## config.mk

```make
export PLATFORM = sky130hd
export DESIGN_NAME = mtsr_top
export DESIGN_NICKNAME = d
export VERILOG_FILES = /design/src/mtsr_pkg.sv /design/src/mtsr_edge.sv /design/src/mtsr_src_mux.sv /design/src/mtsr_top.sv
export VERILOG_INCLUDE_DIRS = /design/src
export SDC_FILE = /design/constraint.sdc
export NUM_CORES = 1
export LEC_CHECK = 0
export BUFFER_PORTS_ARGS = -buffer_cell sky130_fd_sc_hd__buf_4
export CORE_MARGIN = 5
export CORE_UTILIZATION = 50
export CTS_BUF_LIST = sky130_fd_sc_hd__clkbuf_4 sky130_fd_sc_hd__clkbuf_8
export DETAILED_ROUTE_END_ITERATION = 7
export PLACE_DENSITY = 0.82
export SKIP_LAST_GASP = 1
export SYNTH_ARGS = -nofsm -noshare
export SYNTH_HDL_FRONTEND = slang
export SYNTH_HIERARCHICAL = 1
export SYNTH_SLANG_ARGS = --single-unit
```

## constraint.sdc

```tcl
create_clock -name mclk_i -period 2.5 [get_ports mclk_i]
set_clock_uncertainty 0.15 [all_clocks]
set_input_delay 0.5 -clock mclk_i [delete_from_list [all_inputs] [get_ports mclk_i]]
set_output_delay 0.5 -clock mclk_i [all_outputs]
set_load 0.01 [all_outputs]
```

## src/mtsr_regs.svh

```systemverilog
// Register offsets, field positions and reset values of the measurement timer
`ifndef MTSR_REGS_SVH
`define MTSR_REGS_SVH

// Register indices (byte address is four times the index)
`define MTSR_IDX_COUNT      12'h48c
`define MTSR_IDX_CPERIOD    12'h48f
`define MTSR_IDX_CWIDTH     12'h492
`define MTSR_IDX_PERIOD     12'h495
`define MTSR_IDX_CTRL       12'h498
`define MTSR_IDX_STATUS     12'h49a
`define MTSR_IDX_SIGSEL     12'h49c
`define MTSR_IDX_WINSEL     12'h49d
// Field positions
`define MTSR_SEL_MSB        4
`define MTSR_CTRL_EN        7
`define MTSR_CTRL_HALT      5
`define MTSR_CTRL_GO        0
`define MTSR_STAT_PRUP      7
`define MTSR_STAT_PWUP      6
`define MTSR_STAT_MATCH     0
// Reset values and code limits
`define MTSR_COUNT_RST      24'h000000
`define MTSR_PERIOD_RST     24'hffffff
`define MTSR_WIN_FIRST_RSV  5'h19
`define MTSR_SIG_FIRST_RSV  5'h18
`define MTSR_WIN_PIN        5'h00
`define MTSR_SIG_PIN        5'h00
`define MTSR_WIN_OVF        5'h16
`define MTSR_SIG_OVF        5'h17

`endif

```

## src/mtsr_pkg.sv

```systemverilog
// Types shared by the measurement timer files
package mtsr_pkg;
   typedef logic [23:0] mtsr_word_t;
   typedef logic [4:0]  mtsr_code_t;

   // APB request as seen by the slave
   typedef struct packed {
      logic        sel;
      logic        enable;
      logic        write;
      logic [13:0] addr;
      logic [31:0] wdata;
   } mtsr_apb_s;

   // Counter control state
   typedef enum logic [1:0] {
      MTSR_IDLE = 2'b00,
      MTSR_RUN  = 2'b01,
      MTSR_HALT = 2'b11
   } mtsr_state_e;
endpackage : mtsr_pkg

```

## src/mtsr_edge.sv

```systemverilog
// Rising-edge detector for a synchronised level
module mtsr_edge (
   input  wire logic mclk_i,   // Clock
   input  wire logic rst_n_i,  // Sync reset, active low
   input  wire logic lvl_i,    // Synchronised level
   output logic      rise_o    // One-cycle pulse on rise
);
   logic prev_q;
   always_ff @(posedge mclk_i) begin
      if (!rst_n_i) prev_q <= 1'b0;
      else prev_q <= lvl_i;
   end
   assign rise_o = lvl_i & ~prev_q;
endmodule : mtsr_edge

```

## src/mtsr_src_mux.sv

```systemverilog
// Five-bit source selector with per-source synchroniser and reserved-code masking
`include "mtsr_regs.svh"
module mtsr_src_mux #(
   parameter int          N_SRC     = 24,
   parameter logic [4:0]  FIRST_RSV = 5'h19
) (
   input  wire logic              mclk_i,   // Clock
   input  wire logic              rst_n_i,  // Sync reset, active low
   input  wire logic [N_SRC-1:0]  src_i,    // Sources, index = code
   input  wire mtsr_pkg::mtsr_code_t code_i, // Select code
   output logic                   sel_o     // Selected, synchronised
);
   logic [N_SRC-1:0] meta_q;
   logic [N_SRC-1:0] sync_q;
   logic             sel_d;
   logic             sel_q;
   wire              code_rsv = (code_i >= FIRST_RSV);

   ////////////////////////////////////////////////////////////////////
   // Two-stage synchroniser per source bit
   genvar g;
   generate
      for (g = 0; g < N_SRC; g = g + 1) begin : g_sync
         always_ff @(posedge mclk_i) begin
            if (!rst_n_i) begin
               meta_q[g] <= 1'b0;
               sync_q[g] <= 1'b0;
            end else begin
               meta_q[g] <= src_i[g];
               sync_q[g] <= meta_q[g];
            end
         end
      end
   endgenerate

   // Reserved codes give an idle input
   assign sel_d = (code_rsv || (int'(code_i) >= N_SRC)) ? 1'b0 : sync_q[code_i];

   always_ff @(posedge mclk_i) begin
      if (!rst_n_i) sel_q <= 1'b0;
      else sel_q <= sel_d;
   end
   assign sel_o = sel_q;
endmodule : mtsr_src_mux

```

## src/mtsr_top.sv

```systemverilog
// Measurement timer: source selectors, count and captured result registers
//
// Our own choice: the APB register port.
`include "mtsr_regs.svh"
////////////////////////////////////////////////////////////////////////
// Notes on behaviour
// - Window code zero takes routed window pin
// - Window codes map sources; 11001 up reserved
// - Signal select is bits 4:0
// - Signal codes map sources; 11000 up reserved
// - Signal code zero takes own routed pin
// - Count is 24-bit, read/write, resets zero
// - Captured period is read-only 24 bits
// - Captured width is read-only, same layout
// - Captured values zero after power-on
// - Other resets keep captured values
// - Count wraps to zero on period match; halt holds it
// - Enable clear resets internal state
// - Period load request clears when done
module mtsr_top (
   input  wire logic        mclk_i,          // 250 MHz clock
   input  wire logic        rst_n_i,         // Sync reset, active low
   input  wire logic        por_n_i,         // Power-on/brown-out, active low
   input  wire logic        psel_i,          // APB select
   input  wire logic        penable_i,       // APB enable
   input  wire logic        pwrite_i,        // APB write
   input  wire logic [13:0] paddr_i,         // APB byte address
   input  wire logic [31:0] pwdata_i,        // APB write data
   output logic [31:0]      prdata_o,        // APB read data
   output logic             pready_o,        // APB ready
   output logic             pslverr_o,       // APB error
   input  wire logic        window_pin_i,    // Routed window pin
   input  wire logic        signal_pin_i,    // Routed signal pin
   input  wire logic [22:0] win_src_i,       // Window sources, codes 1..21 and 23..24
   input  wire logic [21:0] sig_src_i,       // Signal sources, codes 1..22
   input  wire logic        sibling_ovf_i,   // Sibling timer overflow
   output logic             overflow_o,      // Own period match pulse
   output logic             window_o,        // Selected window level
   output logic             signal_o         // Selected signal level
);
   ////////////////////////////////////////////////////////////////////
   // Registers
   mtsr_pkg::mtsr_apb_s  apb;
   mtsr_pkg::mtsr_word_t count_q, count_d;
   mtsr_pkg::mtsr_word_t period_q;
   mtsr_pkg::mtsr_word_t cperiod_q, cwidth_q;
   mtsr_pkg::mtsr_code_t win_code_q, sig_code_q;
   mtsr_pkg::mtsr_state_e state_q, state_d;
   logic                 en_q, halt_q, go_q;
   logic                 prup_q, pwup_q, match_q;
   logic [31:0]          rdata_q;
   logic [23:0]          width_run_q;
   logic                 win_sel, sig_sel, sig_rise;

   assign apb = '{sel: psel_i, enable: penable_i, write: pwrite_i,
                  addr: paddr_i, wdata: pwdata_i};

   ////////////////////////////////////////////////////////////////////
   // Address decode, zero-wait slave
   wire [11:0] idx       = apb.addr[13:2];
   wire        acc       = apb.sel & apb.enable;
   wire        wr        = acc & apb.write;
   wire        hit_count = (idx == `MTSR_IDX_COUNT);
   wire        hit_cper  = (idx == `MTSR_IDX_CPERIOD);
   wire        hit_cwid  = (idx == `MTSR_IDX_CWIDTH);
   wire        hit_per   = (idx == `MTSR_IDX_PERIOD);
   wire        hit_ctrl  = (idx == `MTSR_IDX_CTRL);
   wire        hit_stat  = (idx == `MTSR_IDX_STATUS);
   wire        hit_sig   = (idx == `MTSR_IDX_SIGSEL);
   wire        hit_win   = (idx == `MTSR_IDX_WINSEL);
   wire        hit_any   = hit_count | hit_cper | hit_cwid | hit_per |
                           hit_ctrl | hit_stat | hit_sig | hit_win;
   wire        mis_align = (apb.addr[1:0] != 2'b00);
   assign pready_o  = 1'b1;
   assign pslverr_o = acc & (~hit_any | mis_align);
   wire        wr_ok     = wr & hit_any & ~mis_align;

   ////////////////////////////////////////////////////////////////////
   // Window selector
   // Code zero is routed pin
   mtsr_src_mux #(.N_SRC(25), .FIRST_RSV(`MTSR_WIN_FIRST_RSV)) u_win (
      .mclk_i  (mclk_i),
      .rst_n_i (rst_n_i),
      .src_i   ({win_src_i[22:21], sibling_ovf_i, win_src_i[20:0], window_pin_i}),
      .code_i  (win_code_q),
      .sel_o   (win_sel)
   );

   // Signal selector
   // Sibling overflow at 10111
   mtsr_src_mux #(.N_SRC(24), .FIRST_RSV(`MTSR_SIG_FIRST_RSV)) u_sig (
      .mclk_i  (mclk_i),
      .rst_n_i (rst_n_i),
      .src_i   ({sibling_ovf_i, sig_src_i, signal_pin_i}),
      .code_i  (sig_code_q),
      .sel_o   (sig_sel)
   );

   mtsr_edge u_edge (
      .mclk_i  (mclk_i),
      .rst_n_i (rst_n_i),
      .lvl_i   (sig_sel),
      .rise_o  (sig_rise)
   );
   assign window_o = win_sel;
   assign signal_o = sig_sel;

   ////////////////////////////////////////////////////////////////////
   // Counter control
   wire at_match = (count_q == period_q);
   wire tick     = (state_q == mtsr_pkg::MTSR_RUN);
   wire cnt_wr   = wr_ok & hit_count;
   wire en_drop  = wr_ok & hit_ctrl & ~apb.wdata[`MTSR_CTRL_EN];

   always_comb begin
      state_d = state_q;
      case (state_q)
         mtsr_pkg::MTSR_IDLE: if (en_q && go_q) state_d = mtsr_pkg::MTSR_RUN;
         mtsr_pkg::MTSR_RUN: begin
            if (!en_q || !go_q) state_d = mtsr_pkg::MTSR_IDLE;
            else if (at_match && halt_q) state_d = mtsr_pkg::MTSR_HALT;
         end
         mtsr_pkg::MTSR_HALT: if (!en_q || !go_q || cnt_wr) state_d = mtsr_pkg::MTSR_IDLE;
         default: state_d = mtsr_pkg::MTSR_IDLE;
      endcase
   end

   // Next count value
   always_comb begin
      count_d = count_q;
      if (cnt_wr) begin
         count_d = apb.wdata[23:0];
      end else if (tick) begin
         if (at_match) count_d = halt_q ? count_q : `MTSR_COUNT_RST;
         else count_d = count_q + 24'h000001;
      end
   end

   // Enable clear resets state
   // Disabled count stays writable; only the clearing write zeroes it
   always_ff @(posedge mclk_i) begin
      if (!rst_n_i) begin
         count_q <= `MTSR_COUNT_RST;
         state_q <= mtsr_pkg::MTSR_IDLE;
      end else if (en_drop || !en_q) begin
         count_q <= en_drop ? `MTSR_COUNT_RST : count_d;
         state_q <= mtsr_pkg::MTSR_IDLE;
      end else begin
         count_q <= count_d;
         state_q <= state_d;
      end
   end

   assign overflow_o = tick & at_match;

   ////////////////////////////////////////////////////////////////////
   // Control, selection and period registers
   always_ff @(posedge mclk_i) begin
      if (!rst_n_i) begin
         en_q       <= 1'b0;
         halt_q     <= 1'b0;
         go_q       <= 1'b0;
         period_q   <= `MTSR_PERIOD_RST;
         win_code_q <= 5'h00;
         sig_code_q <= 5'h00;
      end else if (wr_ok) begin
         if (hit_ctrl) begin
            en_q   <= apb.wdata[`MTSR_CTRL_EN];
            halt_q <= apb.wdata[`MTSR_CTRL_HALT];
            go_q   <= apb.wdata[`MTSR_CTRL_GO];
         end
         if (hit_per) period_q <= apb.wdata[23:0];
         if (hit_sig) sig_code_q <= apb.wdata[`MTSR_SEL_MSB:0];
         if (hit_win) win_code_q <= apb.wdata[`MTSR_SEL_MSB:0];
      end
   end

   ////////////////////////////////////////////////////////////////////
   // Status flags; hardware set wins over software clear
   wire match_set = overflow_o;
   always_ff @(posedge mclk_i) begin
      if (!rst_n_i || !en_q) begin
         prup_q  <= 1'b0;
         pwup_q  <= 1'b0;
         match_q <= 1'b0;
      end else begin
         prup_q  <= (wr_ok && hit_stat) ? apb.wdata[`MTSR_STAT_PRUP] : 1'b0;
         pwup_q  <= (wr_ok && hit_stat) ? apb.wdata[`MTSR_STAT_PWUP] : 1'b0;
         if (match_set) match_q <= 1'b1;
         else if (wr_ok && hit_stat && !apb.wdata[`MTSR_STAT_MATCH]) match_q <= 1'b0;
      end
   end

   ////////////////////////////////////////////////////////////////////
   // Captured results; only power-on reset clears them, running width also clears on signal rise or disable
   // Power-on clears them to zero
   always_ff @(posedge mclk_i) begin
      if (!por_n_i) begin
         width_run_q <= 24'h000000;
      end else if (sig_rise || !en_q) begin
         width_run_q <= 24'h000000;
      end else if (sig_sel) begin
         width_run_q <= width_run_q + 24'h000001;
      end
   end

   // Period captured on request or match
   always_ff @(posedge mclk_i) begin
      if (!por_n_i) begin
         cperiod_q <= 24'h000000;
         cwidth_q  <= 24'h000000;
      end else begin
         if (prup_q || overflow_o) cperiod_q <= count_q;
         if (pwup_q) cwidth_q <= width_run_q;
      end
   end

   ////////////////////////////////////////////////////////////////////
   // Read data mux, registered for the access phase
   wire [31:0] rd_mux =
        hit_count ? {8'h00, count_q} :
        hit_cper  ? {8'h00, cperiod_q} :
        hit_cwid  ? {8'h00, cwidth_q} :
        hit_per   ? {8'h00, period_q} :
        hit_ctrl  ? {24'h000000, en_q, 1'b0, halt_q, 4'h0, go_q} :
        hit_stat  ? {24'h000000, prup_q, pwup_q, 5'h00, match_q} :
        hit_sig   ? {27'h0000000, sig_code_q} :
        hit_win   ? {27'h0000000, win_code_q} : 32'h00000000;

   always_ff @(posedge mclk_i) begin
      if (!rst_n_i) rdata_q <= 32'h00000000;
      else if (apb.sel && !apb.enable && !apb.write) rdata_q <= rd_mux;
   end
   assign prdata_o = rdata_q;
endmodule : mtsr_top

```

==> summary.md, run 1 <==
| Metric | Value |
|---|---|
| Worst hold path class | `primary input to flip-flop` |
| Synth warnings | `6` |
| Top Ports | `137` |
| Maximum vdd ir drop | `0.507 mV` |
| Top-count cell post-synth | `dfxtp_1` |
| Vias per cell | `5.66` |
| Slew @ Worst Pin | `0.622 ns` |
| Diode count | `0` |
| Post-Route WL | `31,900 um` |
| DR WL/cell | `18.0 um` |
| CTS Buffer Depth | `3` |
| Tot GR Track Use | `23.7%` |
| Syn Inst Count | `1,272` |
| Die ar. | `26,100 um^2` |
| Worst skew pair latency | `0.56 ns` |
| LEAKAGE | `5.52 nW` |
| Final setup margin | `-0.240 ns` |
| Pwr Density | `616 nW/um^2` |
| Syn Area/Cell | `9.04 um^2` |
| Post-synth top flop | `dfxtp_1` |
| Critical Path Source | `count_q[0]$_SDFF_PN0_` |
| CTS H-tree lvls | `2` |
| Starting Density | `50.8%` |
| Number of global-route vias before repair | `9,905` |
| Post-synth ARST share | `0%` |
| Routed via count | `10,000` |
| Initial antenna violation count | `0` |
| Root Driver | `clkbuf_8` |
| DRT iter0 DRCs | `796` |
| Setup CP Type | `flip-flop to output port` |
| First-pass GRT wire length | `50,400 um` |
| MaxCap Viol Count | `0` |
| Post-DP HPWL | `21,900 um` |
| Yosys top cell by area | `dfxtp_1` |
| Core area | `22,600 um^2` |
| IO buf count | `119` |
| Area share of the largest cell type after synthesis | `45.8%` |
| DRT Pass-1 Iters | `5` |
| R2R Setup Slk | `0.14 ns` |
| CP required | `1.85 ns` |
| Crit path arrival time | `2.09 ns` |
| Clock-pin slew on the worst setup and hold paths | `0.06 ns` |
| Period utilization | `110%` |
| Crit path to | `overflow_o` |
| Fill cells | `1,767` |
| Overflow after GRT | `0` |
| Area Growth Syn to Fin | `25.1%` |
| Row count | `55` |
| Post-synthesis cell type count | `80` |
| Synth Register Bits | `263` |
| Synth area leaders | `dfxtp_1, and2_1, nand2_1, mux2i_1, nand3_1` |
| Status | `finished with violations` |
| Critical path capture point type | `output port` |
| Post-layout net count | `1,562` |
| Hold Fails Final Rpt | `0` |
| Layout cell share with drive strength beyond 1 | `22.6%` |
| Max-Slew Margin vs Limit | `58.5%` |
| GPL Wtd Cong | `0.973` |
| Setup_tns | `-0.240 ns` |
| RR Startpoint | `count_q[2]$_SDFF_PN0_` |
| Die Width | `162 um` |
| Setup-failing EPs final | `1` |
| Worst setup SP type | `flip-flop` |
| Synth cell count leaders | `dfxtp_1, nand2_1, and2_1, nor2_1, nand3_1` |
| Max-slew violations | `0` |
| Violations in the final reports | `negative setup slack` |
| Seq/Total Area, Yosys | `45.8%` |
| Post-layout minimum cycle time | `2.74 ns` |
| CTS buffer count | `41` |
| R2R Path End | `count_q[21]$_SDFF_PN0_` |
| Achievable frequency | `365 MHz` |
| Clk sinks | `263` |
| Netlist Area Pre-Place | `11,500 um^2` |
| CTS tree | `done` |
| Worst slack, placed | `-0.0561 ns` |
| Chip height | `162 um` |
| Antenna Nets Post-Route | `0` |
| Worst Reg2Reg Path Length in Cells | `8` |
| CP max FO | `8` |
| Post-synth EDFFs | `0` |
| Pin count of the biggest net entering global routing | `88` |
| Remaining DRCs | `0` |
| RSZ-0062 raised after global routing | `yes` |
[routing by layer]
layer | vias up | track usage [%] | wire (um)
met4 | 0 | 10.2 | 1540
li1 | 4824 | - | -
met1 | 4685 | 27.4 | 12300
met5 | - | 0 | 0
met3 | 104 | 4.52 | 2090
met2 | 421 | 42.9 | 16000
[area by class of cell]
cell class | instances | area [um^2] | share of cell area [%]
Multi-Input combinational cell | 905 | 5850 | 40.7
Clock buffer | 62 | 785 | 5.45
Inverter | 10 | 37.5 | 0.261
Tap cell | 285 | 357 | 2.48
Clock inverter | 9 | 141 | 0.983
Sequential cell | 263 | 5290 | 36.8
Timing Repair Buffer | 239 | 1930 | 13.4
[where the power goes]
part	internal (W)	switching [W]
Sequential	0.00428	0.0000344
Combinational	0.000276	0.000257
Clock	0.00233	0.00168
[per-stage QoR]
stage / hold WS (ns) / cell area (um^2) / power (W) / instances / utilization [%]
global placement: 0.267 / 12900 / 0.00485 / 1658 / 57.0
finish: 0.0213 / 14400 / 0.00885 / 1773 / 63.5
CTS: 0.000234 / 14300 / 0.00888 / 1769 / 63.1
detailed placement: 0.268 / 12900 / 0.00486 / 1658 / 57.0
global route: 0.0187 / 14400 / 0.00913 / 1773 / 63.5
floorplan: 0.262 / 11500 / 0.00464 / 1279 / -
[critical path, cell delays in order (launching register included)]
cell and delay (ns):
dfxtp_2 0.44, xor2_1 0.14, nor4_2 0.40, nand4_4 0.16, nor2_4 0.14, nand2_2 0.09
inv_2 0.06, buf_6 0.09
[kinds of logic (layout without fill, tap and decap cells)]
logic type | Yosys count | after routing | synth area share (%)
adders and majority gates | 2 | 2 | 0.218
other | 2 | 9 | 0.0653
muxes | 66 | 66 | 6.90
AOI/OAI and AO/OA | 239 | 239 | 13.9
xor gates and xnor gates | 46 | 46 | 3.50
DFF | 263 | 263 | 45.8
buffers and inverters | 111 | 320 | 4.68
and+or+nand+nor | 543 | 543 | 25.0
[what timing repair did]
action	CTS	global route
pin swaps	6	5
gates cloned	0	0
setup endpoints to repair	1	2
hold endpoints to repair	36	1
gates resized for setup	24	10
hold buffers	35	1
setup buffers	5	3
[sequential cells by signal, summed over array words and instances (netlist names)]
name           count
count_q           24
cperiod_q         24
cwidth_q          24
en_q               1
go_q               1
halt_q             1
match_q            1
period_q          24
prdata_o          24
prup_q             1
pwup_q             1
sig_code_q         5
state_q            2
u_edge/prev_q      1
u_sig/meta_q      24
u_sig/sel_o        1
u_sig/sync_q      24
u_win/meta_q      25
u_win/sel_o        1
u_win/sync_q      25
width_run_q       24
win_code_q         5
[how the worst min path moves through the flow]
stage	endpoint	cells after the start	startpoint
after floorplan	u_sig/sync_q[0]$_SDFF_PN0_	1	u_sig/meta_q[0]$_SDFF_PN0_
after global placement	u_sig/sync_q[8]$_SDFF_PN0_	1	u_sig/meta_q[8]$_SDFF_PN0_
after detailed placement	u_win/sync_q[20]$_SDFF_PN0_	1	u_win/meta_q[20]$_SDFF_PN0_
after CTS	u_win/meta_q[12]$_SDFF_PN0_	2	win_src_i[11]
after global routing	u_sig/meta_q[14]$_SDFF_PN0_	2	sig_src_i[13]
final	period_q[22]$_SDFFE_PN1P_	3	pwdata_i[22]
[cell usage in the layout (no fill, tap or decap), drive strengths merged, types with 18 or more instances in the layout]
| master | netlist | layout |
|---|---|---|
| and2 | 114 | 114 |
| buf | 49 | 203 |
| xor2 | 34 | 34 |
| mux2i | 50 | 50 |
| o21ai | 65 | 65 |
| o221ai | 19 | 19 |
| nor3 | 23 | 23 |
| a21oi | 54 | 54 |
| a22o | 18 | 18 |
| dlygate4sd3 | 0 | 36 |
| nand3 | 68 | 68 |
| nand2 | 146 | 146 |
| nor2b | 40 | 40 |
| dfxtp | 263 | 263 |
| clkbuf | 52 | 62 |
| a21boi | 21 | 21 |
| nor2 | 79 | 79 |
Note: power is estimated with default switching activity, not from simulation.
==> run 2: changes to the inputs <==
--- a/config.mk
+++ b/config.mk
@@ -6,7 +6,7 @@
 export SDC_FILE = /design/constraint.sdc
 export NUM_CORES = 1
 export LEC_CHECK = 0
-export BUFFER_PORTS_ARGS = -buffer_cell sky130_fd_sc_hd__buf_4
+export BUFFER_PORTS_ARGS = -buffer_cell sky130_fd_sc_hd__buf_2
 export CORE_MARGIN = 5
 export CORE_UTILIZATION = 50
 export CTS_BUF_LIST = sky130_fd_sc_hd__clkbuf_4 sky130_fd_sc_hd__clkbuf_8
==> summary.md, run 2 (synthesis results as in run 1) <==
| Metric | Value |
|---|---|
| Area Growth Syn to Fin | `22.2%` |
| Post-layout net count | `1,561` |
| Post-DP HPWL | `21,200 um` |
| Final setup margin | `-0.163 ns` |
| Crit path largest cell delay | `0.44 ns` |
| Most frequent cells in the layout | `dfxtp_1, nand2_1, buf_2, and2_1, buf_4` |
| Critical path capture point type | `output port` |
| DR WL/cell | `17.8 um` |
| Crit path arrival time | `2.01 ns` |
| Antenna Nets Post-Route | `0` |
| Worst setup SP type | `flip-flop` |
| Layout Cells excl Fill | `1,776` |
| Chip height | `162 um` |
| DRT Pass-1 Iters | `5` |
| WHS | `0.0164 ns` |
| GPL Wtd Cong | `0.999` |
| IO buf count | `119` |
| CTS tree | `done` |
| Tot GR Track Use | `23.8%` |
| Post-layout minimum cycle time | `2.66 ns` |
| Max-slew violations | `0` |
| Die ar. | `26,100 um^2` |
| Worst slack, placed | `-0.0493 ns` |
| CP max FO | `3` |
| Diode count | `0` |
| Starting Density | `50.8%` |
| Worst Path Buf+Inv | `3` |
| Pwr Density | `622 nW/um^2` |
| Initial antenna violation count | `2` |
| Clk sinks | `263` |
| Period utilization | `107%` |
| MaxCap Viol Count | `0` |
| Setup CP Type | `flip-flop to output port` |
| Core area | `22,600 um^2` |
| CTS buffer count | `41` |
| Worst hold path class | `primary input to flip-flop` |
| Pin count of the biggest net entering global routing | `73` |
| Die Width | `162 um` |
| Maximum vdd ir drop | `0.522 mV` |
| Placed cell area | `12,700 um^2` |
| Post-Route WL | `31,700 um` |
| Top Ports | `137` |
| LEAKAGE | `5.44 nW` |
| Vias per cell | `5.69` |
| Overflow after GRT | `0` |
| Setup_tns | `-0.163 ns` |
| First-pass GRT wire length | `50,800 um` |
| Placed Instances | `1,664` |
| Layout cell share with drive strength beyond 1 | `23.4%` |
| Slew @ Worst Pin | `0.650 ns` |
| Fin area | `14,100 um^2` |
| CTS Buffer Depth | `3` |
| DRT iter0 DRCs | `845` |
| Max-Slew Margin vs Limit | `56.7%` |
| CTS H-tree lvls | `2` |
| RSZ-0062 raised after global routing | `yes` |
| Worst skew pair latency | `0.55 ns` |
| Root Driver | `clkbuf_8` |
| Row count | `55` |
| Violations in the final reports | `negative setup slack` |
| Largest registers | `u_win/meta_q: 25 flops, u_win/sync_q: 25 flops` |
| CP Cell Sequence | `xor2_1 > nor4_2 > buf_4 > nand4_4 > nor2_4 > nand2_2 > inv_2 > buf_6` |
| Setup-failing EPs final | `1` |
| Delay-heaviest family, CP | `simple AND/OR/NAND/NOR gates` |
| Number of global-route vias before repair | `9,904` |
| Commonest non-fill, non-tap cell in the layout | `dfxtp_1` |
| Clock-pin slew on the worst setup and hold paths | `0.07 ns` |
| Remaining DRCs | `0` |
| Slowest CP cell | `dfxtp_1` |
| Routed via count | `10,100` |
| Status | `finished with violations` |
| Hold Fails Final Rpt | `0` |
| CP required | `1.85 ns` |
| Achievable frequency | `376 MHz` |
## run 2: cell types whose count changed in the layout (fill, tap and decap cells not counted), moves of 2 or more
cell | previous run | this run
buf_2 | 0 | 117
buf_4 | 199 | 87
clkinv_2 | 3 | 9
dfxtp_1 | 248 | 245
dfxtp_2 | 12 | 15
dlygate4sd3_1 | 36 | 30
nor4_1 | 4 | 6
nor4_2 | 5 | 3
xor2_1 | 33 | 31
xor2_2 | 0 | 3
## run 2: path summary, 6_finish.rpt
path	from	to	slack, ns	depth (start not counted)
hold / removal	sig_src_i[9]	u_sig/meta_q[10]$_SDFF_PN0_	0.02	2
hold reg to reg	u_win/meta_q[22]$_SDFF_PN0_	u_win/sync_q[22]$_SDFF_PN0_	0.28	1
setup / recovery	period_q[11]$_SDFFE_PN1P_	overflow_o	-0.16	8
setup reg to reg	period_q[11]$_SDFFE_PN1P_	count_q[4]$_SDFF_PN0_	0.13	10
## run 2: layout make-up
cell class / count / area, um^2
fill: 1843 / 8590
multi-input combinational: 905 / 5850
sequential: 263 / 5300
timing repair buffer: 238 / 1610
clock buffer: 61 / 771
tap: 285 / 357
clock inverter: 14 / 134
inverter: 10 / 37.5
## run 2: repair_timing
item	CTS	global route
hold buffers	30	0
setup endpoints to repair	1	3
pin swaps	6	7
gates resized for setup	19	19
cloned	0	0
hold endpoints to repair	30	0
setup buffers	5	2
## run 2: power by group
part           internal, W  leakage (nW)  switching (W)
registers          0.00428          2.14      0.0000344
logic             0.000229          2.81       0.000246
clock network      0.00221         0.489        0.00174
## run 2: stage by stage
step / total power, W / util, %
final: 0.00874 / 62.1
after global routing: 0.00904 / 62.1
after CTS: 0.00877 / 61.7
after detailed placement: 0.00483 / 55.9
after global placement: 0.00481 / 55.9
after floorplan: 0.00464 / -
## run 2: metal layers
| metal | vias up | track usage [%] | part of all wire [%] |
|---|---|---|---|
| met5 | - | 0 | 0.066 |
| met4 | 4 | 10.7 | 4.3 |
| met3 | 105 | 4.39 | 7.1 |
| met2 | 450 | 41.7 | 49 |
| met1 | 4726 | 28.5 | 40 |
| li1 | 4819 | - | - |
